--- src/hdl/dtc_defs.svh ---
/*
  Constants of the dual timer/counter block: register addresses in the
  special function space, control and mode field positions, reset values and
  the clock and count figures. Assumes inclusion by bare name only.
*/
`ifndef DTC_DEFS_SVH
`define DTC_DEFS_SVH

// ----------------------------------------------------------------
// Register addresses
// ----------------------------------------------------------------
`define DTC_ADDR_CTRL 8'h88
`define DTC_ADDR_A_LOW 8'h8a
`define DTC_ADDR_B_LOW 8'h8b
`define DTC_ADDR_A_HIGH 8'h8c
`define DTC_ADDR_B_HIGH 8'h8d
`define DTC_CTRL_BIT_BASE 5'h11

// ----------------------------------------------------------------
// Control register bits
// ----------------------------------------------------------------
`define DTC_B_OVF_BIT 7
`define DTC_B_RUN_BIT 6
`define DTC_A_OVF_BIT 5
`define DTC_A_RUN_BIT 4
`define DTC_EXT_B_FLAG_BIT 3
`define DTC_EXT_B_EDGE_BIT 2
`define DTC_EXT_A_FLAG_BIT 1
`define DTC_EXT_A_EDGE_BIT 0
`define DTC_CTRL_RESET 8'h00

// ----------------------------------------------------------------
// Mode register fields, per timer nibble
// ----------------------------------------------------------------
`define DTC_MODE_NIBBLE_W 4
`define DTC_MODE_GATE_OFS 3
`define DTC_MODE_SEL_OFS 2

// ----------------------------------------------------------------
// Clock and count figures
// ----------------------------------------------------------------
`define DTC_CLK_HZ 20000000
`define DTC_MC_CLOCKS 12
`define DTC_PRESC_W 5

`endif

--- src/hdl/dtc_pkg.sv ---
/*
  Types of the dual timer/counter block: the mode code and the packed state.
  Assumes the constants header sits in the include path.
*/
`include "dtc_defs.svh"

package dtc_pkg;

  // ----------------------------------------------------------------
  // Mode codes of the two-bit mode field
  // ----------------------------------------------------------------
  typedef enum logic [1:0] {
    DTC_MODE_PRESC13 = 2'b00,
    DTC_MODE_FULL16 = 2'b01,
    DTC_MODE_RELOAD8 = 2'b10,
    DTC_MODE_HOLD = 2'b11
  } dtc_mode_e;

  // ----------------------------------------------------------------
  // Whole state of the block
  // ----------------------------------------------------------------
  typedef struct packed {
    logic [7:0] ctrl;
    logic [1:0][7:0] cnt_low;
    logic [1:0][7:0] cnt_high;
    logic [1:0] ext_s1;
    logic [1:0] ext_s2;
    logic [1:0] ext_d;
    logic [1:0] cnt_s1;
    logic [1:0] cnt_s2;
    logic [1:0] cnt_d;
    logic [3:0] mc_cnt;
    logic [7:0] rdata;
    logic rd_hit;
  } dtc_state_s;

endpackage

--- src/hdl/dtc_top.sv ---
/*
  Dual timer/counter with the shared control register that also holds the
  two external interrupt flags and their trigger-type bits.
  Assumes a core on the same clock that reads and writes the special
  function space, supplies the mode register byte, and pulses a vector
  strobe when it enters a service routine. Pins are asynchronous.
*/
`timescale 1ns/1ps
`include "dtc_defs.svh"

module dtc_top (
  input wire logic i_ref_clk,
  input wire logic i_rst,
  input wire logic [7:0] i_sfr_addr,
  input wire logic i_sfr_wr,
  input wire logic i_sfr_rd,
  input wire logic [7:0] i_sfr_wdata,
  input wire logic i_bit_wr,
  input wire logic [7:0] i_bit_addr,
  input wire logic i_bit_wdata,
  input wire logic [7:0] i_timer_mode,
  input wire logic i_vec_timer_a,
  input wire logic i_vec_timer_b,
  input wire logic i_vec_ext_a,
  input wire logic i_vec_ext_b,
  input wire logic i_ext_irq_a_pin,
  input wire logic i_ext_irq_b_pin,
  input wire logic i_timer_a_count_pin,
  input wire logic i_timer_b_count_pin,
  output logic [7:0] o_sfr_rdata,
  output logic o_sfr_rd_hit,
  output logic o_timer_a_irq,
  output logic o_timer_b_irq,
  output logic o_ext_irq_a,
  output logic o_ext_irq_b
);
  import dtc_pkg::*;

  // ----------------------------------------------------------------
  // Constants
  // ----------------------------------------------------------------
  localparam logic [3:0] MC_LAST = 4'(`DTC_MC_CLOCKS - 1);
  localparam logic [4:0] PRESC_ALL = 5'h1f;

  dtc_state_s s_r;
  dtc_state_s s_nxt;

  // ----------------------------------------------------------------
  // Machine cycle enable and pin edges
  // ----------------------------------------------------------------
  logic mc_tick;
  logic [1:0] cnt_fall;
  logic [1:0] ext_fall;

  // One enable pulse per twelve clocks drives timer function
  assign mc_tick = (s_r.mc_cnt == MC_LAST);

  // Edges are taken from the second sync stage and its delayed copy only
  assign cnt_fall = s_r.cnt_d & ~s_r.cnt_s2;
  assign ext_fall = s_r.ext_d & ~s_r.ext_s2;

  // ----------------------------------------------------------------
  // Register write decode
  // ----------------------------------------------------------------
  logic ctrl_byte_wr;
  logic ctrl_bit_wr;
  logic [2:0] ctrl_bit_sel;
  logic [1:0] low_wr;
  logic [1:0] high_wr;

  assign ctrl_byte_wr = i_sfr_wr && (i_sfr_addr == `DTC_ADDR_CTRL);
  assign ctrl_bit_wr = i_bit_wr && (i_bit_addr[7:3] == `DTC_CTRL_BIT_BASE);
  assign ctrl_bit_sel = i_bit_addr[2:0];
  assign low_wr[0] = i_sfr_wr && (i_sfr_addr == `DTC_ADDR_A_LOW);
  assign high_wr[0] = i_sfr_wr && (i_sfr_addr == `DTC_ADDR_A_HIGH);
  assign low_wr[1] = i_sfr_wr && (i_sfr_addr == `DTC_ADDR_B_LOW);
  assign high_wr[1] = i_sfr_wr && (i_sfr_addr == `DTC_ADDR_B_HIGH);

  // ----------------------------------------------------------------
  // Per timer count path
  // ----------------------------------------------------------------
  logic [1:0][7:0] inc_low;
  logic [1:0][7:0] inc_high;
  logic [1:0] ovf;

  // Same path for both timers; only the run bit and mode nibble positions differ
  genvar t;
  generate
    for (t = 0; t < 2; t++) begin : g_timer
      localparam int RUN_BIT = (t == 0) ? `DTC_A_RUN_BIT : `DTC_B_RUN_BIT;
      localparam int NIB = t * `DTC_MODE_NIBBLE_W;
      logic gate;
      logic sel_pin;
      dtc_mode_e mode;
      logic tick;
      logic en;
      logic presc_carry;
      logic [15:0] wide;

      assign gate = i_timer_mode[NIB + `DTC_MODE_GATE_OFS];
      assign sel_pin = i_timer_mode[NIB + `DTC_MODE_SEL_OFS];
      assign mode = dtc_mode_e'(i_timer_mode[NIB +: 2]);
      assign tick = sel_pin ? cnt_fall[t] : mc_tick;
      // Gate pin is read after its synchroniser, so pulse edges lag two clocks
      assign en = s_r.ctrl[RUN_BIT] && (!gate || s_r.ext_s2[t]) && tick;
      assign presc_carry = (s_r.cnt_low[t][4:0] == PRESC_ALL);
      assign wide = {s_r.cnt_high[t], s_r.cnt_low[t]} + 16'h0001;

      always_comb begin
        inc_low[t] = s_r.cnt_low[t];
        inc_high[t] = s_r.cnt_high[t];
        ovf[t] = 1'b0;
        if (en) begin
          unique case (mode)
            DTC_MODE_PRESC13: begin
              // Upper three low bits are left alone and carry no meaning
              inc_low[t] = {s_r.cnt_low[t][7:5], s_r.cnt_low[t][4:0] + 5'h01};
              if (presc_carry) begin
                inc_high[t] = s_r.cnt_high[t] + 8'h01;
              end
              ovf[t] = presc_carry && (s_r.cnt_high[t] == 8'hff);
            end
            DTC_MODE_FULL16: begin
              inc_low[t] = wide[7:0];
              inc_high[t] = wide[15:8];
              ovf[t] = ({s_r.cnt_high[t], s_r.cnt_low[t]} == 16'hffff);
            end
            // Reload and split modes belong elsewhere; the count holds here
            DTC_MODE_RELOAD8: begin
              ovf[t] = 1'b0;
            end
            DTC_MODE_HOLD: begin
              ovf[t] = 1'b0;
            end
          endcase
        end
      end
    end
  endgenerate

  // ----------------------------------------------------------------
  // Next state
  // ----------------------------------------------------------------
  logic [7:0] ctrl_sw;
  logic [1:0] ext_edge_mode;
  logic [1:0] ext_vec;

  assign ext_edge_mode = {s_r.ctrl[`DTC_EXT_B_EDGE_BIT], s_r.ctrl[`DTC_EXT_A_EDGE_BIT]};
  assign ext_vec = {i_vec_ext_b, i_vec_ext_a};

  always_comb begin
    s_nxt = s_r;

    // Two-stage synchronisers, then one delay stage for edge detection
    s_nxt.ext_s1 = {i_ext_irq_b_pin, i_ext_irq_a_pin};
    s_nxt.ext_s2 = s_r.ext_s1;
    s_nxt.ext_d = s_r.ext_s2;
    s_nxt.cnt_s1 = {i_timer_b_count_pin, i_timer_a_count_pin};
    s_nxt.cnt_s2 = s_r.cnt_s1;
    s_nxt.cnt_d = s_r.cnt_s2;

    s_nxt.mc_cnt = mc_tick ? 4'h0 : s_r.mc_cnt + 4'h1;

    // Count bytes; a software write beats a coincident increment
    for (int i = 0; i < 2; i++) begin
      s_nxt.cnt_low[i] = low_wr[i] ? i_sfr_wdata : inc_low[i];
      s_nxt.cnt_high[i] = high_wr[i] ? i_sfr_wdata : inc_high[i];
    end

    // Control: vector clears first, then software, then hardware sets
    ctrl_sw = s_r.ctrl;
    if (i_vec_timer_b) begin
      ctrl_sw[`DTC_B_OVF_BIT] = 1'b0;
    end
    if (i_vec_timer_a) begin
      ctrl_sw[`DTC_A_OVF_BIT] = 1'b0;
    end
    if (ext_vec[1] && ext_edge_mode[1]) begin
      ctrl_sw[`DTC_EXT_B_FLAG_BIT] = 1'b0;
    end
    if (ext_vec[0] && ext_edge_mode[0]) begin
      ctrl_sw[`DTC_EXT_A_FLAG_BIT] = 1'b0;
    end
    if (ctrl_byte_wr) begin
      ctrl_sw = i_sfr_wdata;
    end else if (ctrl_bit_wr) begin
      ctrl_sw[ctrl_bit_sel] = i_bit_wdata;
    end

    // Run bits only gate counting; the count bytes are never cleared here
    s_nxt.ctrl = ctrl_sw;

    // Set wins over any clear in the same cycle
    if (ovf[1]) begin
      s_nxt.ctrl[`DTC_B_OVF_BIT] = 1'b1;
    end
    if (ovf[0]) begin
      s_nxt.ctrl[`DTC_A_OVF_BIT] = 1'b1;
    end

    // Level mode: the pin owns the flag, software writes are overridden
    if (ext_edge_mode[1]) begin
      if (ext_fall[1]) begin
        s_nxt.ctrl[`DTC_EXT_B_FLAG_BIT] = 1'b1;
      end
    end else begin
      s_nxt.ctrl[`DTC_EXT_B_FLAG_BIT] = ~s_r.ext_s2[1];
    end
    if (ext_edge_mode[0]) begin
      if (ext_fall[0]) begin
        s_nxt.ctrl[`DTC_EXT_A_FLAG_BIT] = 1'b1;
      end
    end else begin
      s_nxt.ctrl[`DTC_EXT_A_FLAG_BIT] = ~s_r.ext_s2[0];
    end

    // Read data, registered one cycle; unmapped addresses read zero
    s_nxt.rdata = 8'h00;
    s_nxt.rd_hit = 1'b0;
    if (i_sfr_rd) begin
      s_nxt.rd_hit = 1'b1;
      unique case (i_sfr_addr)
        `DTC_ADDR_CTRL: begin
          s_nxt.rdata = s_r.ctrl;
        end
        `DTC_ADDR_A_LOW: begin
          s_nxt.rdata = s_r.cnt_low[0];
        end
        `DTC_ADDR_A_HIGH: begin
          s_nxt.rdata = s_r.cnt_high[0];
        end
        `DTC_ADDR_B_LOW: begin
          s_nxt.rdata = s_r.cnt_low[1];
        end
        `DTC_ADDR_B_HIGH: begin
          s_nxt.rdata = s_r.cnt_high[1];
        end
        default: begin
          s_nxt.rd_hit = 1'b0;
        end
      endcase
    end
  end

  // ----------------------------------------------------------------
  // State register
  // ----------------------------------------------------------------
  // Pin sync stages reset high so no false falling edge follows reset
  always_ff @(posedge i_ref_clk) begin
    if (i_rst) begin
      s_r <= '0;
      s_r.ctrl <= `DTC_CTRL_RESET;
      s_r.ext_s1 <= 2'h3;
      s_r.ext_s2 <= 2'h3;
      s_r.ext_d <= 2'h3;
      s_r.cnt_s1 <= 2'h3;
      s_r.cnt_s2 <= 2'h3;
      s_r.cnt_d <= 2'h3;
    end else begin
      s_r <= s_nxt;
    end
  end

  // ----------------------------------------------------------------
  // Outputs, straight from state flops
  // ----------------------------------------------------------------
  assign o_sfr_rdata = s_r.rdata;
  assign o_sfr_rd_hit = s_r.rd_hit;
  assign o_timer_a_irq = s_r.ctrl[`DTC_A_OVF_BIT];
  assign o_timer_b_irq = s_r.ctrl[`DTC_B_OVF_BIT];
  assign o_ext_irq_a = s_r.ctrl[`DTC_EXT_A_FLAG_BIT];
  assign o_ext_irq_b = s_r.ctrl[`DTC_EXT_B_FLAG_BIT];

endmodule

--- config.mk ---
export PLATFORM = sky130hd
export DESIGN_NAME = dtc_top
export DESIGN_NICKNAME = d
export VERILOG_FILES = /design/src/hdl/dtc_pkg.sv /design/src/hdl/dtc_top.sv
export VERILOG_INCLUDE_DIRS = /design/src /design/src/hdl
export SDC_FILE = /design/constraint.sdc
export NUM_CORES = 1
export LEC_CHECK = 0
export ABC_CLOCK_PERIOD_IN_PS = 4200
export BUFFER_PORTS_ARGS = -buffer_cell sky130_fd_sc_hd__buf_2
export CAP_MARGIN = 40
export CORE_MARGIN = 4
export CORE_UTILIZATION = 60
export CTS_CLUSTER_DIAMETER = 120
export DETAILED_ROUTE_END_ITERATION = 8
export GPL_TIMING_DRIVEN = 0
export PLACE_DENSITY = 0.92
export SETUP_SLACK_MARGIN = 0.15
export SLEW_MARGIN = 20
export SYNTH_ARGS = -nofsm -noshare
export SYNTH_HDL_FRONTEND = slang
export SYNTH_SLANG_ARGS = --single-unit
export TNS_END_PERCENT = 100
--- constraint.sdc ---
create_clock -name i_ref_clk -period 4.2 [get_ports i_ref_clk]
set_clock_uncertainty 0.05 [all_clocks]
set_input_delay 0.42 -clock i_ref_clk [delete_from_list [all_inputs] [get_ports i_ref_clk]]
set_output_delay 0.42 -clock i_ref_clk [all_outputs]
set_load 0.02 [all_outputs]
==> results of run 1 <==
-- stage by stage --
step | hold slack [ns] | power (uW) | util | setup WS [ns]
after detailed placement | 0.351 | 735 | 0.700 | 1.88
after CTS | 0.185 | 1380 | 0.743 | 1.83
after global routing | 0.186 | 1420 | 0.743 | 1.64
final | 0.198 | 1370 | 0.743 | 1.80
after floorplan | 0.339 | 689 | - | 2.20
after global placement | 0.343 | 733 | 0.700 | 1.94
-- registers in the layout (all words and copies together), names as in the netlist --
register       count
o_ext_irq_b        1
o_sfr_rd_hit       1
ext_edge_mode      2
s_nxt              8
o_timer_a_irq      1
o_ext_irq_a        1
o_timer_b_irq      1
s_r               42
o_sfr_rdata        8
-- power by group through the flow --
stage	Combinational, uW	Sequential (uW)	Clock [uW]
after floorplan	46.5	643	0
after global placement	89.8	643	0
after detailed placement	91.9	643	0
after CTS	92.6	629	655
after global routing	103	630	684
final	93.8	629	651
-- cells in the mapped netlist, drive strengths merged, types with 9 or more instances --
| cell type | count |
|---|---|
| nand4 | 9 |
| nand2 | 34 |
| buf | 10 |
| or2 | 13 |
| inv | 10 |
| o21ai | 21 |
| xor2 | 19 |
| dfxtp | 65 |
| clkbuf | 14 |
| nor2 | 50 |
| nand3 | 17 |
| mux2i | 19 |
| a211oi | 36 |
-- cell type report --
class,instances,area (um^2),share of cell area
Sequential cell,65,1300,0.310
Timing Repair Buffer,58,290,0.0692
Buffer,24,129,0.0307
Tap cell,72,90.1,0.0215
Clock inverter,7,119,0.0283
Inverter,10,37.5,0.00895
Multi-Input combinational cell,312,2100,0.501
Clock buffer,9,124,0.0295
-- critical path, stage by stage, from the launching register on --
cell and delay [ns]:
sky130_fd_sc_hd__dfxtp_1 0.47, sky130_fd_sc_hd__ha_1 0.22, sky130_fd_sc_hd__nand3_1 0.16, sky130_fd_sc_hd__inv_1 0.10, sky130_fd_sc_hd__ha_1 0.14, sky130_fd_sc_hd__nor2_1 0.10
sky130_fd_sc_hd__a2111oi_4 0.33, sky130_fd_sc_hd__and3_1 0.31, sky130_fd_sc_hd__nand3_1 0.11, sky130_fd_sc_hd__xor2_1 0.15, sky130_fd_sc_hd__o21ai_0 0.18
-- cell families after synthesis --
group                      count (synthesis)
xor gates and xnor gates                  27
adders and majority gates                  7
muxes                                     21
DFF                                       65
buffers and inverters                     34
and+or+nand+nor                          168
AOI/OAI and AO/OA                         89
-- routing by layer --
metal / GRT usage / vias up / wire length, um
li1: - / 1620 / -
met1: 0.347 / 1529 / 3930
met2: 0.417 / 207 / 4170
met3: 0.0699 / 30 / 980
met4: 0.138 / 0 / 359
met5: 0 / - / 0
-- path summary, 6_finish.rpt --
| check | from | to | slack, ns | depth (start not counted) |
|---|---|---|---|---|
| setup reg to reg | s_r[42] | s_r[29] | 1.80 | 10 |
| hold / removal | i_ext_irq_b_pin | s_nxt[22] | 0.20 | 2 |
| hold reg to reg | s_nxt[15] | s_nxt[13] | 0.37 | 1 |
| setup / recovery | s_r[42] | s_r[29] | 1.80 | 10 |
==> run summary, run 1 <==
Setup repair after global routing left no endpoint under its margin. The hold buffer count at cts came out at 0. The overall routing resource usage came out at 0.270.

The complex-gate fraction of the synthesized area is 0.184. The maximum number of buffers from clock root to sink is 2. Yosys attributes the largest share of cell area to sky130_fd_sc_hd__dfxtp_1 (36%), sky130_fd_sc_hd__a211oi_1 (7.4%), sky130_fd_sc_hd__mux2i_1 (5.3%), sky130_fd_sc_hd__nor2_1 (5.2%), sky130_fd_sc_hd__xor2_1 (4.7%).

The maximum vdd drop is 0.269 mV. The share of synthesized flip-flops with an asynchronous set or reset is 0. The required time at the endpoint of the critical path is 4.42 ns. The starting utilization of the core area came out at 0.633. The number of endpoints with negative hold slack in the final report was 0. The via density per instance is 6.08. The root buffer selected by CTS is sky130_fd_sc_hd__clkbuf_8. The post-placement cell area is 3950 um^2. The fmax is around 0.42 GHz. The part of the total power dissipated in combinational logic is 0.068. Compared with the post-synthesis result, the final layout area differs by 17.4%.

In the layout the commonest cells are sky130_fd_sc_hd__dfxtp_1 (65), sky130_fd_sc_hd__buf_2 (59), sky130_fd_sc_hd__nor2_1 (49). TritonCTS built the clock tree. The share of total power dissipated in sequential elements is 0.458. The clock share of power is 0.474. Of the total power, the share spent switching nets is 0.233. The power per cell area came out at 328 nW/um^2. For this block, the via count after detailed routing is roughly 3.4k. The synthesized design spends more area on one cell type than any other, namely sky130_fd_sc_hd__dfxtp_1. The sum of negative setup slack came out at 0 ns.

The count of TritonRoute iterations in the first routing pass came out at 5. In this run, synthesis produced a sequential element count of 65. In the synthesized netlist the dominant register cell turns out to be sky130_fd_sc_hd__dfxtp_1. Data arrives at the worst endpoint at 2.62 ns. The total count of max-transition violations in the final report came to 0. The die area is 7250 um^2. The pin count of the biggest net entering global routing is 13.

For this design the total switching power over the nets is 320 uW. When the netlist entered floorplanning its net count stood at approximately 460. Summing every instance area after synthesis gives 3570 um^2.

In the final routed layout, each cell accounts on average for 17.0 um. The run finished with clean final reports. The number of gates given a new drive strength after cts came out at 0.

The die height is 85.1 um. TritonCTS created 9 clock buffers. The smallest clock period supported by the final layout is computed as 2.40 ns. In the final layout, the share of cells above drive strength 1 is 0.225. The wire-length estimate of the detail-placed layout is slightly below 7000 um. The count of antenna diodes in the layout came out at 0. The number of remaining DRC errors came out at 0. The number of cell rows is 27. The placer congestion estimate is 0.907. Cell internal power was estimated by the tool at 1050 uW. Of the synthesized area, sequential elements account for 0.364. The final critical-path share of the clock period is 0.572. Once detail routing completed, the nets flagged for antenna violations numbered 0. Clock-pin slew was measured on the worst setup and hold paths at ~0.070 ns. The cell count after synthesis is about 410. The proportion of netlist area held by the largest area contributor came out at 0.364. The path class of the tightest hold or removal check is in2reg. The total of warnings raised by yosys came out at 0. The adder-cell share of the synthesized area is 0.0245. The total wire length after detailed routing came out at roughly 9400 um. The via count of the first global-routing pass is 3245.

The max-cap violation count is 0. The core box area came out at 5640 um^2. The wire length of the first global-routing pass is 15400 um. With fillers left out, the area of the finished cells amounts to approximately 4200 um^2.

Post-CTS timing repair inserted 0 buffers for setup. In this run the horizontal extent of the chip is 85.1 um. The worst setup path is captured at a flip-flop.

The final setup violation count is 0. The largest fanout on the critical path is 5. The multiplexer area fraction after synthesis came out at 0.0596. The number of synthesized flops with an enable pin came out at 0. The synthesized netlist contains 49 unique library cells.

The startpoint-to-endpoint class of the critical path is reg2reg. Of the total synthesized cell area, the portion taken by XOR and XNOR cells is 0.0662. The depth of the CTS H-tree is 3. The final cell count without fillers came out at approximately 560. The placed cell count came out at 541. At the pin with the least slew margin, the transition time is 0.850 ns.

The total clock sinks came out at between 60 and 70. The net count of the finished layout is 533. After the first detailed-routing iteration, the DRC count stood at 320. The initial antenna violation count is 0. Summed over all layers, the global routing overflow is 0.

The basic-gate share of the synthesized area counting and, or, nand and nor cells came out at 0.255. The later pin in the worst-skew pair is clocked with a latency of 0.35 ns. Averaged over all synthesized cells, the footprint is 8.69 um^2. The total of fill cells in the finished design came out at between 400 and 500.

The worst pin sits at a relative slew slack of 0.432. The reported leakage power is about 0.0017 uW. The library cell used most frequently in the layout, excluding fill and tap cells, is sky130_fd_sc_hd__dfxtp_1.

The number of I/O port buffers is 58. The I/O pin count is 59. STA classifies the critical path startpoint as a flip-flop.

After synthesis, the largest family of logic cells by area is simple AND/OR/NAND/NOR gates.
Note: power is estimated with default switching activity, not from simulation.
==> run 2, diff against run 1 <==
Settings changed: ABC_CLOCK_PERIOD_IN_PS 4200 to 2200, CORE_UTILIZATION 60 to 51, PLACE_DENSITY 0.92 to 0.84.
Clock period 4.2 ns to 2.2 ns, I/O delays scaled along.
==> run summary, run 2 (same netlist as run 1, synthesis figures left out) <==
The minimum setup slack after placement is -0.0830 ns (-1.97 ns). Clock tree synthesis selected as its root buffer the cell sky130_fd_sc_hd__clkbuf_8. The count of TritonRoute iterations in the first routing pass came out at 6 (+1). The largest fanout on the critical path came out at 8 (+3). Compared with the post-synthesis result, the final layout area differs by 22.3%. The max-cap violation count is 0 (unchanged). The total of fill cells in the finished design is 574 (+39%). The via count of the first global-routing pass was 3144 (-3.1%).

The startpoint identified for the worst hold timing path is i_timer_b_count_pin. The placer congestion estimate came out at 0.920 (+1.3%). The critical path launch point type is a flip-flop. The critical path is of the reg2reg type. The final cell count without fillers is 592 (+6.3%).

The die extent in x came out at 91.7 um (+7.7%). The overflow left after global routing came out at 0 (unchanged). The number of nets still failing antenna checks after routing came out at 0 (unchanged). The fmax came to 0.506 GHz (+22%). The number of endpoints with negative hold slack in the final report is 1 (+1). The minimum clock period after layout was 1.98 ns (-0.426 ns). Leaving out fill and tap cells, the most frequent cells in the layout are sky130_fd_sc_hd__buf_2 (59), sky130_fd_sc_hd__dfxtp_1 (57), sky130_fd_sc_hd__nor2_1 (47).

The class of the most critical hold timing path is in2reg. TritonCTS built the clock tree. The total wire length after detailed routing came out at 9880 um (+4.6%). The checks that failed: negative hold slack. The final instance area is 4370 um^2 (+4.1%). The total clock buffers created by CTS came out at 9 (unchanged). The wire length of the first global-routing pass came out at 15500 um (+1.1%). The required time at the endpoint of the critical path came to 2.38 ns (-2.04 ns).

The number of I/O port buffers is 58 (unchanged). In this run the worst setup path begins at s_r[49]. The I/O pin count is 59 (unchanged). The power per cell area is 589 nW/um^2 (+80%). The worst hold slack across all endpoints came to -0.0000774 ns (-0.198 ns).

The data arrival at the endpoint of the critical path came out at 2.16 ns (-0.46 ns). The sum of negative setup slack was 0 ns (unchanged). The startpoint of the most critical register-to-register path is s_r[49]. The initial antenna violation count came out at 0 (unchanged). The via density per instance is 5.82 (-4.3%). Counting flops per register, the top entry is s_r. The maximum number of buffers from clock root to sink is 2 (unchanged). The final critical-path share of the clock period is 0.898 (+0.326).

The number of remaining DRC errors came out at 0 (unchanged). The insertion delay to the later sink of the worst-skew pair is 0.35 ns (about the same). The post-placement cell area was 3980 um^2 (+0.76%). The net count of the finished layout came out at 544 (+2.1%). The flip-flop count of the largest register, all copies and words added is 42 (unchanged).

The run finished, with violations left. The share of post-route cells with drive strength above 1 is 0.270 (+0.0454). STA classifies the critical path endpoint as a flip-flop. The maximum vdd drop is 0.433 mV (+61%). The overall routing resource usage came out at 0.233 (-0.0371). The smallest setup slack after layout is 0.224 ns (-1.57 ns). The detailed-placement wirelength estimate is 7080 um (+1.6%). The transition time at the pin with the least slew margin was 0.682 ns (-0.168 ns). The starting utilization of the core area came to 0.526 (-0.107).

The final setup violation count came out at 0 (unchanged). The library cell used most frequently in the layout, excluding fill and tap cells, is sky130_fd_sc_hd__buf_2. Setup repair after global routing could not meet its margin everywhere. The placed cell count is 565 (+4.4%). The die height is 91.7 um (+7.7%). The reported leakage power came out at 0.00171 uW (+3.2%). The die area was 8400 um^2 (+16%).

The depth of the CTS H-tree is 3 (unchanged). The normalized max-slew margin was 0.545 (+0.113). The number of DRC violations after detailed-routing iteration 0 came out at 274 (-14%). The total number of vias is 3443 (+1.7%).

The clock transition time at the flip-flop clock pins of the worst setup and hold paths is 0.08 ns (about the same). The pin count of the biggest net entering global routing came out at 12 (-1). The number of cell rows is 30 (+11%). The total clock sinks is 65 (unchanged). The routed length per placed instance came out at 16.7 um (-1.6%). The total count of max-transition violations in the final report was 0 (unchanged). The core box area came out at 6790 um^2 (+20%). The count of antenna diodes in the layout is 0 (unchanged).
run 2: final cells by class:
type / count / area [um^2] / area share
plain buffers: 24 / 129 / 0.0295
clock buffers: 11 / 151 / 0.0347
clock inverters: 5 / 77.6 / 0.0178
inverters: 10 / 37.5 / 0.00859
multi-input cells: 312 / 2160 / 0.494
flip-flops and latches: 65 / 1320 / 0.301
well taps: 96 / 120 / 0.0275
repair buffers: 69 / 378 / 0.0865
run 2: worst max-delay path, stage by stage (launching register included):
cell                      delay, ns
sky130_fd_sc_hd__dfxtp_1       0.36
sky130_fd_sc_hd__ha_1          0.24
sky130_fd_sc_hd__and3_1        0.20
sky130_fd_sc_hd__ha_1          0.18
sky130_fd_sc_hd__nor2_1        0.18
sky130_fd_sc_hd__nor3_4        0.06
sky130_fd_sc_hd__buf_4         0.17
sky130_fd_sc_hd__nand3_1       0.17
sky130_fd_sc_hd__xor2_1        0.17
sky130_fd_sc_hd__o21ai_1       0.07
run 2: timing repair:
action / in CTS / in global routing
hold endpoints to repair: 2 / 0
setup buffers: 6 / 2
resized for setup: 16 / 5
hold buffers: 2 / 0
setup endpoints to repair: 10 / 12
pin swaps: 7 / 5
run 2: worst paths after layout:
kind	endpoint	slack, ns	depth (start not counted)
hold / removal	s_nxt[16]	-0.00008	2
setup reg to reg	s_r[35]	0.22	9
hold reg to reg	s_nxt[19]	0.36	1
setup / recovery	s_r[35]	0.22	9
run 2: metrics by stage:
step	total power (uW)	utilization
after global placement	1400	0.586
after global routing	2630	0.643
after detailed placement	1410	0.586
after floorplan	1320	-
after CTS	2570	0.638
final	2570	0.643
run 2: routing by layer:
metal / share of wire / track usage / wire, um
met5: 0 / 0 / 0
met4: 0.024 / 0.0817 / 241
met3: 0.089 / 0.0558 / 884
met2: 0.44 / 0.367 / 4380
met1: 0.44 / 0.311 / 4370
run 2: report_power, final:
| group | switching [uW] | internal, uW |
|---|---|---|
| clock network | 486 | 696 |
| logic | 115 | 76.6 |
| registers | 11.0 | 1190 |
